--- src/cg_pkg.sv ---
package cg_pkg;
  // Register addresses
  localparam logic [6:0]  CG_ADDR_CLKGEN  = 7'h06;
  localparam logic [6:0]  CG_ADDR_RATE    = 7'h07;
  localparam logic [6:0]  CG_ADDR_LOOP1   = 7'h08;
  localparam logic [6:0]  CG_ADDR_LOOP2   = 7'h09;
  localparam logic [6:0]  CG_ADDR_LOOP3   = 7'h0a;
  // Reset values
  localparam logic [15:0] CG_CLKGEN_RST   = 16'h0006;
  localparam logic [3:0]  CG_RATE_RST     = 4'hd;
  localparam logic [12:0] CG_LOOP1_RST    = 13'h0102;
  localparam logic [15:0] CG_LOOP2_RST    = 16'h3137;
  localparam logic [9:0]  CG_LOOP_INT_RST = 10'h008;
  localparam logic [3:0]  CG_LOOP_GAIN_RST = 4'h4;
  // Field positions, clock generation control
  localparam int CG_OSC_EN_BIT   = 15;
  localparam int CG_PULL_LSB     = 13;
  localparam int CG_CO_SRC_BIT   = 12;
  localparam int CG_CO_DIV_LSB   = 10;
  localparam int CG_SYS_EN_BIT   = 9;
  localparam int CG_SYS_SRC_BIT  = 8;
  localparam int CG_SYS_DIV_LSB  = 5;
  localparam int CG_TO_EN_BIT    = 4;
  localparam int CG_BCLK_DIV_LSB = 1;
  localparam int CG_MASTER_BIT   = 0;
  // Field positions, loop control
  localparam int CG_REF_DIV_LSB  = 11;
  localparam int CG_OUT_DIV_LSB  = 8;
  localparam int CG_CRATE_LSB    = 5;
  localparam int CG_RATIO_LSB    = 2;
  localparam int CG_FRAC_BIT     = 1;
  localparam int CG_LOOP_EN_BIT  = 0;
  localparam int CG_INT_LSB      = 5;
  localparam int CG_GAIN_LSB     = 0;
  // Sample rate codes
  localparam logic [3:0]  CG_SR_8K    = 4'h3;
  localparam logic [3:0]  CG_SR_11K   = 4'h4;
  localparam logic [3:0]  CG_SR_12K   = 4'h5;
  localparam logic [3:0]  CG_SR_16K   = 4'h7;
  localparam logic [3:0]  CG_SR_22K   = 4'h8;
  localparam logic [3:0]  CG_SR_24K   = 4'h9;
  localparam logic [3:0]  CG_SR_32K   = 4'hb;
  localparam logic [3:0]  CG_SR_44K   = 4'hc;
  localparam logic [3:0]  CG_SR_48K   = 4'hd;
  // Pull codes
  localparam logic [1:0]  CG_PULL_DOWN = 2'h1;
  localparam logic [1:0]  CG_PULL_UP   = 2'h2;
  // Ratios in system clock ticks, half frame in bit clock ticks
  localparam logic [8:0]  CG_FS_LAST      = 9'h1ff;
  localparam logic [4:0]  CG_HALF_FRAME   = 5'h1f;
  localparam logic [2:0]  CG_DMIC_LAST_HI = 3'h3;
  localparam logic [2:0]  CG_DMIC_LAST_LO = 3'h7;
  // Timing
  localparam int CG_CLK_NS        = 8;
  localparam int CG_OSC_PERIOD_NS = 1000;
  localparam logic [6:0] CG_OSC_LAST = 7'(CG_OSC_PERIOD_NS / CG_CLK_NS - 1);
  localparam logic [5:0] CG_TO_LAST  = 6'h3f;
endpackage

--- src/cg_div_if.sv ---
`timescale 1ns/1ps
interface cg_div_if;
  logic       in_tick;
  logic [4:0] ratio2;
  logic       out_tick;
  modport div  (input in_tick, input ratio2, output out_tick);
  modport user (output in_tick, output ratio2, input out_tick);
endinterface

--- src/cg_tick_div.sv ---
`timescale 1ns/1ps
module cg_tick_div
  import cg_pkg::*;
(
  // Clock and reset
  input wire logic ref_clk,
  input wire logic rstn,
  // Divider link
  cg_div_if.div    dv
);
  // Half-unit accumulator gives the 1.5 ratio
  logic [5:0] acc, next_acc;
  logic [4:0] ratio_l, next_ratio_l;
  logic       next_out;
  logic [5:0] sum;

  always_comb begin
    sum          = acc + 6'h2;
    next_acc     = acc;
    next_ratio_l = ratio_l;
    next_out     = 1'b0;
    if (dv.in_tick) begin
      next_acc = sum;
      if (sum >= {1'b0, ratio_l}) begin
        next_out     = 1'b1;
        next_acc     = sum - {1'b0, ratio_l};
        // New ratio only at a period boundary, so no runt period
        next_ratio_l = dv.ratio2;
      end
    end
  end

  always_ff @(posedge ref_clk or negedge rstn) begin
    if (!rstn) begin
      acc         <= 6'h0;
      ratio_l     <= 5'h2;
      dv.out_tick <= 1'b0;
    end else begin
      acc         <= next_acc;
      ratio_l     <= next_ratio_l;
      dv.out_tick <= next_out;
    end
  end
endmodule

--- src/cg_clock_gen.sv ---
`timescale 1ns/1ps
// Summary of operation
// Source select: master clock or loop
// System divider 1,1.5,2,3,4,6,8,12
// Software sets system clock to 512 fs
// System clock gated by its enable
// Sample rate field picks nine rates
// Converter paths share one sample rate
// Master frame clock is bit clock/64
// Clock-out auto enabled, source selectable
// Clock-out divider 1,2,4,8
// Software enables oscillator for timed functions
// Timeout clock needs its enable and oscillator
// Master clock pull none/down/up, 11 reserved
// Mic clock 128fs low, 64fs high
// Mic use needs converter clock settings
// Disable loop while changing its settings
// Reference divider 1,2,4,8 of master clock
// Multiplier integer plus optional fraction
// Loop output is ref*mult*ratio/outdiv
// Software keeps loop between 90-100 MHz
// Software picks output divider by target
// Integer mode low power, fractional best
// Control rate default, gain recommended
// Ratio divider 1,2,4,8, else 16
// Divider and source changes glitch free
module cg_clock_gen
  import cg_pkg::*;
(
  // Clock and reset
  input  wire logic        ref_clk,
  input  wire logic        rstn,
  // Master clock pulse, one per period
  input  wire logic        mclk_tick,
  // Register port
  input  wire logic        reg_wr,
  input  wire logic [6:0]  reg_addr,
  input  wire logic [15:0] reg_wdata,
  output logic      [15:0] reg_rdata,
  // General pin configuration
  input  wire logic        gpio_clock_output_cfg,
  input  wire logic        gpio_dmic_cfg,
  // Clock pulses and levels
  output logic             system_clock,
  output logic             sample_tick,
  output logic             sample_rate_valid,
  output logic             bit_clock,
  output logic             frame_clock,
  output logic             clock_output,
  output logic             digital_mic_clock,
  output logic             loop_out_tick,
  output logic             osc_tick,
  output logic             timeout_tick,
  // Analogue controls
  output logic             mclk_pull_up,
  output logic             mclk_pull_down,
  output logic      [2:0]  loop_control_rate,
  output logic      [3:0]  loop_gain
);
  // Register group
  logic [15:0] clkgen, next_clkgen;
  logic [3:0]  sample_rate_select, next_sample_rate_select;
  logic [12:0] loop1, next_loop1;
  logic [15:0] loop_fraction_multiplier, next_loop_fraction_multiplier;
  logic [9:0]  loop_integer_multiplier, next_loop_integer_multiplier;
  logic [3:0]  next_loop_gain;
  logic [15:0] next_rdata;

  always_comb begin
    next_clkgen                   = clkgen;
    next_sample_rate_select       = sample_rate_select;
    next_loop1                    = loop1;
    next_loop_fraction_multiplier = loop_fraction_multiplier;
    next_loop_integer_multiplier  = loop_integer_multiplier;
    next_loop_gain                = loop_gain;
    if (reg_wr) begin
      unique case (reg_addr)
        CG_ADDR_CLKGEN: next_clkgen = reg_wdata;
        CG_ADDR_RATE:   next_sample_rate_select = reg_wdata[3:0];
        CG_ADDR_LOOP1:  next_loop1 = reg_wdata[12:0];
        CG_ADDR_LOOP2:  next_loop_fraction_multiplier = reg_wdata;
        CG_ADDR_LOOP3: begin
          next_loop_integer_multiplier = reg_wdata[CG_INT_LSB +: 10];
          next_loop_gain               = reg_wdata[CG_GAIN_LSB +: 4];
        end
        default: ;
      endcase
    end
    unique case (reg_addr)
      CG_ADDR_CLKGEN: next_rdata = clkgen;
      CG_ADDR_RATE:   next_rdata = {12'h0, sample_rate_select};
      CG_ADDR_LOOP1:  next_rdata = {3'h0, loop1};
      CG_ADDR_LOOP2:  next_rdata = loop_fraction_multiplier;
      CG_ADDR_LOOP3:  next_rdata = {1'b0, loop_integer_multiplier, 1'b0, loop_gain};
      default:        next_rdata = 16'h0;
    endcase
  end

  always_ff @(posedge ref_clk or negedge rstn) begin
    if (!rstn) begin
      clkgen                   <= CG_CLKGEN_RST;
      sample_rate_select       <= CG_RATE_RST;
      loop1                    <= CG_LOOP1_RST;
      loop_fraction_multiplier <= CG_LOOP2_RST;
      loop_integer_multiplier  <= CG_LOOP_INT_RST;
      loop_gain                <= CG_LOOP_GAIN_RST;
      reg_rdata                <= 16'h0;
    end else begin
      clkgen                   <= next_clkgen;
      sample_rate_select       <= next_sample_rate_select;
      loop1                    <= next_loop1;
      loop_fraction_multiplier <= next_loop_fraction_multiplier;
      loop_integer_multiplier  <= next_loop_integer_multiplier;
      loop_gain                <= next_loop_gain;
      reg_rdata                <= next_rdata;
    end
  end

  logic       loop_enable;
  logic [1:0] loop_reference_divider;
  logic [2:0] loop_output_divider, loop_ratio_divider;
  logic       loop_fractional_mode;
  assign loop_enable            = loop1[CG_LOOP_EN_BIT];
  assign loop_reference_divider = loop1[CG_REF_DIV_LSB +: 2];
  assign loop_output_divider    = loop1[CG_OUT_DIV_LSB +: 3];
  assign loop_ratio_divider     = loop1[CG_RATIO_LSB +: 3];
  assign loop_fractional_mode   = loop1[CG_FRAC_BIT];
  assign loop_control_rate      = loop1[CG_CRATE_LSB +: 3];

  // Loop group: numeric oscillator standing in for the analogue loop
  logic [2:0]  ref_cnt, next_ref_cnt;
  logic [31:0] credit, next_credit;
  logic        next_loop_out_tick, ref_tick, emit;
  logic [2:0]  ref_mask, ratio_shift;
  logic [25:0] mult;
  logic [29:0] inc;
  logic [31:0] thr;

  always_comb begin
    ref_mask    = 3'((4'h1 << loop_reference_divider) - 4'h1);
    ref_tick    = mclk_tick && ((ref_cnt & ref_mask) == ref_mask);
    ratio_shift = loop_ratio_divider[2] ? 3'h4 : {1'b0, loop_ratio_divider[1:0]};
    mult        = {loop_integer_multiplier,
                   loop_fractional_mode ? loop_fraction_multiplier : 16'h0};
    inc         = {4'h0, mult} << ratio_shift;
    thr         = {7'h0, 9'd2 << loop_output_divider, 16'h0};
    emit        = loop_enable && (credit >= thr);
    next_ref_cnt       = mclk_tick ? ref_cnt + 3'h1 : ref_cnt;
    next_credit        = credit + (ref_tick ? {2'h0, inc} : 32'h0) - (emit ? thr : 32'h0);
    next_loop_out_tick = emit;
    if (!loop_enable) begin
      // Clearing the enable resets the loop state
      next_ref_cnt = 3'h0;
      next_credit  = 32'h0;
    end
  end

  always_ff @(posedge ref_clk or negedge rstn) begin
    if (!rstn) begin
      ref_cnt       <= 3'h0;
      credit        <= 32'h0;
      loop_out_tick <= 1'b0;
    end else begin
      ref_cnt       <= next_ref_cnt;
      credit        <= next_credit;
      loop_out_tick <= next_loop_out_tick;
    end
  end

  // Clock group
  cg_div_if sys_if ();
  cg_div_if co_if ();
  cg_tick_div u_sys_div (.ref_clk(ref_clk), .rstn(rstn), .dv(sys_if.div));
  cg_tick_div u_co_div  (.ref_clk(ref_clk), .rstn(rstn), .dv(co_if.div));

  logic       src_sel, next_src_sel, src_tick;
  logic [8:0] fs_cnt, next_fs_cnt;
  logic [4:0] bclk_cnt, next_bclk_cnt, frame_cnt, next_frame_cnt;
  logic [2:0] dmic_cnt, next_dmic_cnt, dmic_last, bclk_code;
  logic [6:0] osc_cnt, next_osc_cnt;
  logic [5:0] to_cnt, next_to_cnt;
  logic [4:0] bclk_mask;
  logic       bclk_int, next_frame_clock, next_osc_tick, next_timeout_tick;
  logic       next_system_clock, next_sample_tick, next_dmic, next_rate_valid;

  assign src_tick        = src_sel ? loop_out_tick : mclk_tick;
  assign sys_if.in_tick  = src_tick;
  assign co_if.in_tick   = clkgen[CG_CO_SRC_BIT] ? src_tick : system_clock;
  assign co_if.ratio2    = 5'h2 << clkgen[CG_CO_DIV_LSB +: 2];

  always_comb begin
    unique case (clkgen[CG_SYS_DIV_LSB +: 3])
      3'h0: sys_if.ratio2 = 5'd2;
      3'h1: sys_if.ratio2 = 5'd3;
      3'h2: sys_if.ratio2 = 5'd4;
      3'h3: sys_if.ratio2 = 5'd6;
      3'h4: sys_if.ratio2 = 5'd8;
      3'h5: sys_if.ratio2 = 5'd12;
      3'h6: sys_if.ratio2 = 5'd16;
      3'h7: sys_if.ratio2 = 5'd24;
    endcase
    // Switch source only between pulses of both, never mid-pulse
    next_src_sel = (mclk_tick || loop_out_tick) ? src_sel : clkgen[CG_SYS_SRC_BIT];
    next_system_clock = sys_if.out_tick && clkgen[CG_SYS_EN_BIT];
    // One sample tick serves both converter paths
    next_fs_cnt      = system_clock ? fs_cnt + 9'h1 : fs_cnt;
    next_sample_tick = system_clock && fs_cnt == CG_FS_LAST;
    next_rate_valid  = sample_rate_select inside {CG_SR_8K, CG_SR_11K, CG_SR_12K,
      CG_SR_16K, CG_SR_22K, CG_SR_24K, CG_SR_32K, CG_SR_44K, CG_SR_48K};
    // Reserved bit clock codes fall back to the slowest ratio
    bclk_code      = (clkgen[CG_BCLK_DIV_LSB +: 3] > 3'h5) ? 3'h5 : clkgen[CG_BCLK_DIV_LSB +: 3];
    bclk_mask      = 5'((6'h1 << bclk_code) - 6'h1);
    bclk_int       = system_clock && ((bclk_cnt & bclk_mask) == bclk_mask);
    next_bclk_cnt  = system_clock ? bclk_cnt + 5'h1 : bclk_cnt;
    next_frame_cnt   = 5'h0;
    next_frame_clock = 1'b0;
    if (clkgen[CG_MASTER_BIT]) begin
      next_frame_cnt   = bclk_int ? frame_cnt + 5'h1 : frame_cnt;
      next_frame_clock = frame_clock ^ (bclk_int && frame_cnt == CG_HALF_FRAME);
    end
    dmic_last     = (sample_rate_select >= CG_SR_32K) ? CG_DMIC_LAST_LO : CG_DMIC_LAST_HI;
    next_dmic_cnt = system_clock ? ((dmic_cnt >= dmic_last) ? 3'h0 : dmic_cnt + 3'h1) : dmic_cnt;
    next_dmic     = gpio_dmic_cfg && system_clock && dmic_cnt >= dmic_last;
    next_osc_cnt  = 7'h0;
    next_osc_tick = 1'b0;
    if (clkgen[CG_OSC_EN_BIT]) begin
      next_osc_cnt  = (osc_cnt == CG_OSC_LAST) ? 7'h0 : osc_cnt + 7'h1;
      next_osc_tick = osc_cnt == CG_OSC_LAST;
    end
    next_to_cnt       = to_cnt;
    next_timeout_tick = 1'b0;
    if (clkgen[CG_TO_EN_BIT] && next_osc_tick) begin
      next_to_cnt       = to_cnt + 6'h1;
      next_timeout_tick = to_cnt == CG_TO_LAST;
    end
  end

  always_ff @(posedge ref_clk or negedge rstn) begin
    if (!rstn) begin
      src_sel           <= 1'b0;
      system_clock      <= 1'b0;
      fs_cnt            <= 9'h0;
      sample_tick       <= 1'b0;
      sample_rate_valid <= 1'b0;
      bclk_cnt          <= 5'h0;
      bit_clock         <= 1'b0;
      frame_cnt         <= 5'h0;
      frame_clock       <= 1'b0;
      clock_output      <= 1'b0;
      dmic_cnt          <= 3'h0;
      digital_mic_clock <= 1'b0;
      osc_cnt           <= 7'h0;
      osc_tick          <= 1'b0;
      to_cnt            <= 6'h0;
      timeout_tick      <= 1'b0;
      mclk_pull_up      <= 1'b0;
      mclk_pull_down    <= 1'b0;
    end else begin
      src_sel           <= next_src_sel;
      system_clock      <= next_system_clock;
      fs_cnt            <= next_fs_cnt;
      sample_tick       <= next_sample_tick;
      sample_rate_valid <= next_rate_valid;
      bclk_cnt          <= next_bclk_cnt;
      bit_clock         <= bclk_int;
      frame_cnt         <= next_frame_cnt;
      frame_clock       <= next_frame_clock;
      clock_output      <= co_if.out_tick && gpio_clock_output_cfg;
      dmic_cnt          <= next_dmic_cnt;
      digital_mic_clock <= next_dmic;
      osc_cnt           <= next_osc_cnt;
      osc_tick          <= next_osc_tick;
      to_cnt            <= next_to_cnt;
      timeout_tick      <= next_timeout_tick;
      mclk_pull_up      <= clkgen[CG_PULL_LSB +: 2] == CG_PULL_UP;
      mclk_pull_down    <= clkgen[CG_PULL_LSB +: 2] == CG_PULL_DOWN;
    end
  end
endmodule

--- config.mk ---
export PLATFORM = sky130hd
export DESIGN_NAME = cg_clock_gen
export DESIGN_NICKNAME = d
export VERILOG_FILES = /design/src/cg_pkg.sv /design/src/cg_div_if.sv /design/src/cg_tick_div.sv /design/src/cg_clock_gen.sv
export SDC_FILE = /design/constraint.sdc
export NUM_CORES = 1
export LEC_CHECK = 0
export ABC_AREA = 1
export BUFFER_PORTS_ARGS = -buffer_cell sky130_fd_sc_hd__buf_4
export CORE_ASPECT_RATIO = 1.75
export CORE_MARGIN = 4
export CORE_UTILIZATION = 53
export DETAILED_ROUTE_END_ITERATION = 10
export PLACE_DENSITY_LB_ADDON = 0.05
export SYNTH_ARGS = -nofsm -noshare
export SYNTH_HDL_FRONTEND = slang
export SYNTH_SLANG_ARGS = --single-unit
--- constraint.sdc ---
create_clock -name ref_clk -period 4.24 [get_ports ref_clk]
set_clock_uncertainty 0.2 [all_clocks]
set_input_delay 1.06 -clock ref_clk [delete_from_list [all_inputs] [get_ports ref_clk]]
set_output_delay 1.06 -clock ref_clk [all_outputs]
set_load 0.02 [all_outputs]
==> flow_metrics.py <==
metrics = {
    "place": {
        "preCtsSetupSlack_ns": -0.151,
        "dpl.cell_count": 2081,
        "gp_congestion": 0.968,
        "port_buffers": 63,
        "hpwl_um": 26600,
    },
    "clocking": {
        "cts.sinks": 184,
        "cts_root_buf": "clkbuf_16",
        "clkTransAtPathRegs_ns": 0.07,
        "cts_made_buffers": 17,
        "worstSkewPairLatency_ns": 0.46,
        "cts_tree": "built",
        "htree_levels": 4,
        "hold_buffers": 0,
        "cts_buffer_depth": 2,
    },
    "drt": {
        "route.detailed.drc": 0,
        "routedWlPerCell_um": 15.8,
        "drt_pass1_iterations": 5,
        "vias": 11000,
        "drtAntennaViolNets": 0,
        "drt_wl_total_um": 33500,
        "viasPerCell": 5.19,
        "drt-initial-drc-count": 484,
    },
    "timing": {
        "min_period_ns": 4.14,
        "fin_ws_ns": 0.103,
        "clock.fmax_mhz": 242,
        "setup_viol": 0,
        "hold_viol": 0,
        "rsz0062_at_grt": "yes",
        "period_share": 0.976,
        "holdWs_ns": 0.254,
        "final_max_slew_viol_count": 0,
        "relSlewSlack": 0.550,
        "worst_pin_slew_ns": 0.673,
    },
    "critical_path": {
        "required_ns": 4.43,
        "critPathMaxFanout": 7,
        "end_kind": "flop",
        "crit_type": "flop to flop",
        "crit_arrival_ns": 4.32,
        "start_kind": "flop",
    },
    "job": {
        "maxCapViolCount": 0,
    },
    "global_route": {
        "gr-total-overflow": 0,
        "grt_start_max_net_pins": 74,
        "grt.total_usage": 0.269,
        "antenna_found_initial": 0,
        "grt_pass1_wl_um": 54700,
        "grt_pass1_vias": 11100,
    },
    "power_and_ir_drop": {
        "powerDensity_nw_per_um2": 599,
        "irDropWorstVdd_v": 0.000603,
        "leakagePower_nw": 7.46,
    },
    "worst_hold_path": {
        "hold_class": "flop to flop",
    },
    "floorplan": {
        "rows": 74,
        "coreArea_um2": 23300,
        "die_w_um": 124,
        "dieHeight_um": 211,
        "ios": 64,
        "dieArea_um2": 26200,
        "initial_core_util": 0.536,
    },
    "yosys": {
        "ys_ff_latch": 184,
        "yosysWarnings": 0,
        "synthesis.nets": 1846,
        "synth_ff_type": "dfrtp_1",
        "synth_edf_count": 0,
        "syn_area_um2": 12500,
        "synth.avg_cell_area_um2": 7.26,
        "synth_cell_type_count": 49,
        "yosysSeqAreaShare": 0.370,
        "netlist_instances": 1723,
        "synth-async-reset-ratio": 1.00,
    },
    "final_layout": {
        "layout-drive-gt1-share": 0.142,
        "n_antenna_cell": 0,
        "stdcell_count": 2118,
        "fin_nets": 1924,
        "area_delta_synth_final_pct": 13.9,
    },
    "status": {
        "status": "complete, no violations",
    },
}
## power breakdown
part	leakage, nW	total [mW]	switching, mW	internal (mW)
Combinational	4.72	4.77	3.12	1.66
Sequential	2.45	2.17	0.186	1.98
Clock	0.288	1.60	0.756	0.843
## kinds of logic after synthesis
| kind of cell | after synthesis | share of synthesized area |
|---|---|---|
| buf+inv | 363 | 0.118 |
| mux | 6 | 0.00490 |
| flops | 184 | 0.370 |
| compound gates | 271 | 0.125 |
| xor+xnor | 32 | 0.0224 |
| simple gates | 773 | 0.261 |
| fa+ha+maj | 94 | 0.0994 |
## cells in the mapped netlist (2+ instances only)
master,n,area [um2]
a32oi_1,2,17.5
mux2i_1,5,50.1
dfrtp_1,165,4130
o21ai_1,35,175
xor2_1,23,201
o21ai_2,21,184
buf_6,10,113
inv_1,316,1190
xnor2_1,9,78.8
nand2_2,3,18.8
nor3_1,21,105
inv_2,9,33.8
nand3b_1,8,60.1
nand2_1,497,1870
nand2_4,7,78.8
ha_1,85,1060
o211ai_1,8,60.1
o21bai_1,6,45.0
and2_1,7,43.8
nand3_1,75,375
o221ai_1,3,26.3
buf_4,4,30.0
nor2_2,4,25.0
nor2_1,125,469
o21ai_0,103,515
nor2_4,4,45.0
dfstp_2,19,499
a22oi_1,21,158
a31oi_1,2,12.5
fa_1,9,180
a21oi_1,65,325
nor3_4,2,32.5
buf_2,8,40.0
nor4_1,2,12.5
nand4_1,14,87.6
clkbuf_1,13,48.8
## worst paths after layout
check,from,to,slack [ns],depth (start not counted)
hold / removal,u_co_div.dv.out_tick,clock_output,0.25,2
setup reg to reg,loop1[9],credit[23],0.10,23
min in group asynchronous,rstn,osc_cnt[4],0.40,1
max in group asynchronous,rstn,loop_integer_multiplier[3],2.64,2
setup / recovery,loop1[9],credit[23],0.10,23
hold reg to reg,u_co_div.dv.out_tick,clock_output,0.25,2
## state kept, by name, indices dropped and copies added, names as in the netlist, 6 cells and up
register	count
clkgen	16
reg_rdata	16
fs_cnt	9
to_cnt	6
u_sys_div.acc	6
loop_integer_multiplier	10
osc_cnt	7
loop1	13
credit	32
loop_fraction_multiplier	16
## per-layer routing
metal | track usage | routed length (um) | vias to the layer above
met2 | 0.506 | 18500 | 217
met1 | 0.278 | 12100 | 5127
met3 | 0.0391 | 951 | 99
li1 | - | - | 5554
met4 | 0.145 | 2040 | 0
met5 | 0 | 0 | -
## per-stage QoR
| stage | TNS, ns | power [mW] | area [um2] | utilization |
|---|---|---|---|---|
| after global placement | -0.209 | 6.53 | 13300 | 0.572 |
| after floorplan | 0 | 5.35 | 12500 | - |
| after global routing | -0.453 | 9.34 | 14300 | 0.611 |
| after detailed placement | -0.353 | 6.58 | 13300 | 0.572 |
| after CTS | 0 | 8.23 | 13900 | 0.597 |
| final | 0 | 8.54 | 14300 | 0.611 |
## critical path, cell delays in order (launching register included)
cell and delay [ns]:
dfrtp_2 0.49, nor3_1 0.34, ha_1 0.31, nand2_1 0.09, nor2_2 0.05, and3_1 0.17
nand2_1 0.06, nand3b_1 0.21, nand2_4 0.20, nor2_4 0.04, fa_1 0.53, inv_2 0.05
ha_4 0.24, buf_4 0.15, nand2_1 0.05, nand2_1 0.07, nand2_1 0.06, nand2_1 0.07
inv_1 0.06, nand2_1 0.08, nand3b_1 0.27, nand2_1 0.12, nand2_1 0.05, nor2_1 0.11
## cell usage in the layout, fill, tap and decap left out, drive strengths merged, types with 2 or more instances in the layout
cell type and instances:
and2 7, a21oi 65, o211ai 8, nor3 23, fa 9, dfrtp 165, mux2i 5, ha 85
inv 334, dfstp 19, xor2 23, clkinv 5, nand2 508, clkbuf 19, a32oi 2, o21bai 6
a31oi 2, o21ai 160, nor2 133, nand3b 8, nor4 2, a22oi 21, nand4 14, buf 93
xnor2 9, o221ai 3, nand3 77
## area by class of cell
| cell class | count | area (um2) |
|---|---|---|
| clock buffers | 18 | 439 |
| clock inverters | 14 | 139 |
| fillers | 2269 | 9080 |
| inverters | 327 | 1230 |
| multi-input cells | 1177 | 6710 |
| flip-flops and latches | 184 | 4630 |
| well taps | 304 | 380 |
| repair buffers | 94 | 724 |
## timing repair
item	CTS	global route
cloned	0	1
setup buffers	0	4
pin swaps	0	7
resized for setup	3	61
endpoints found under the setup margin	5	12
(Power assumes the default switching activity.)
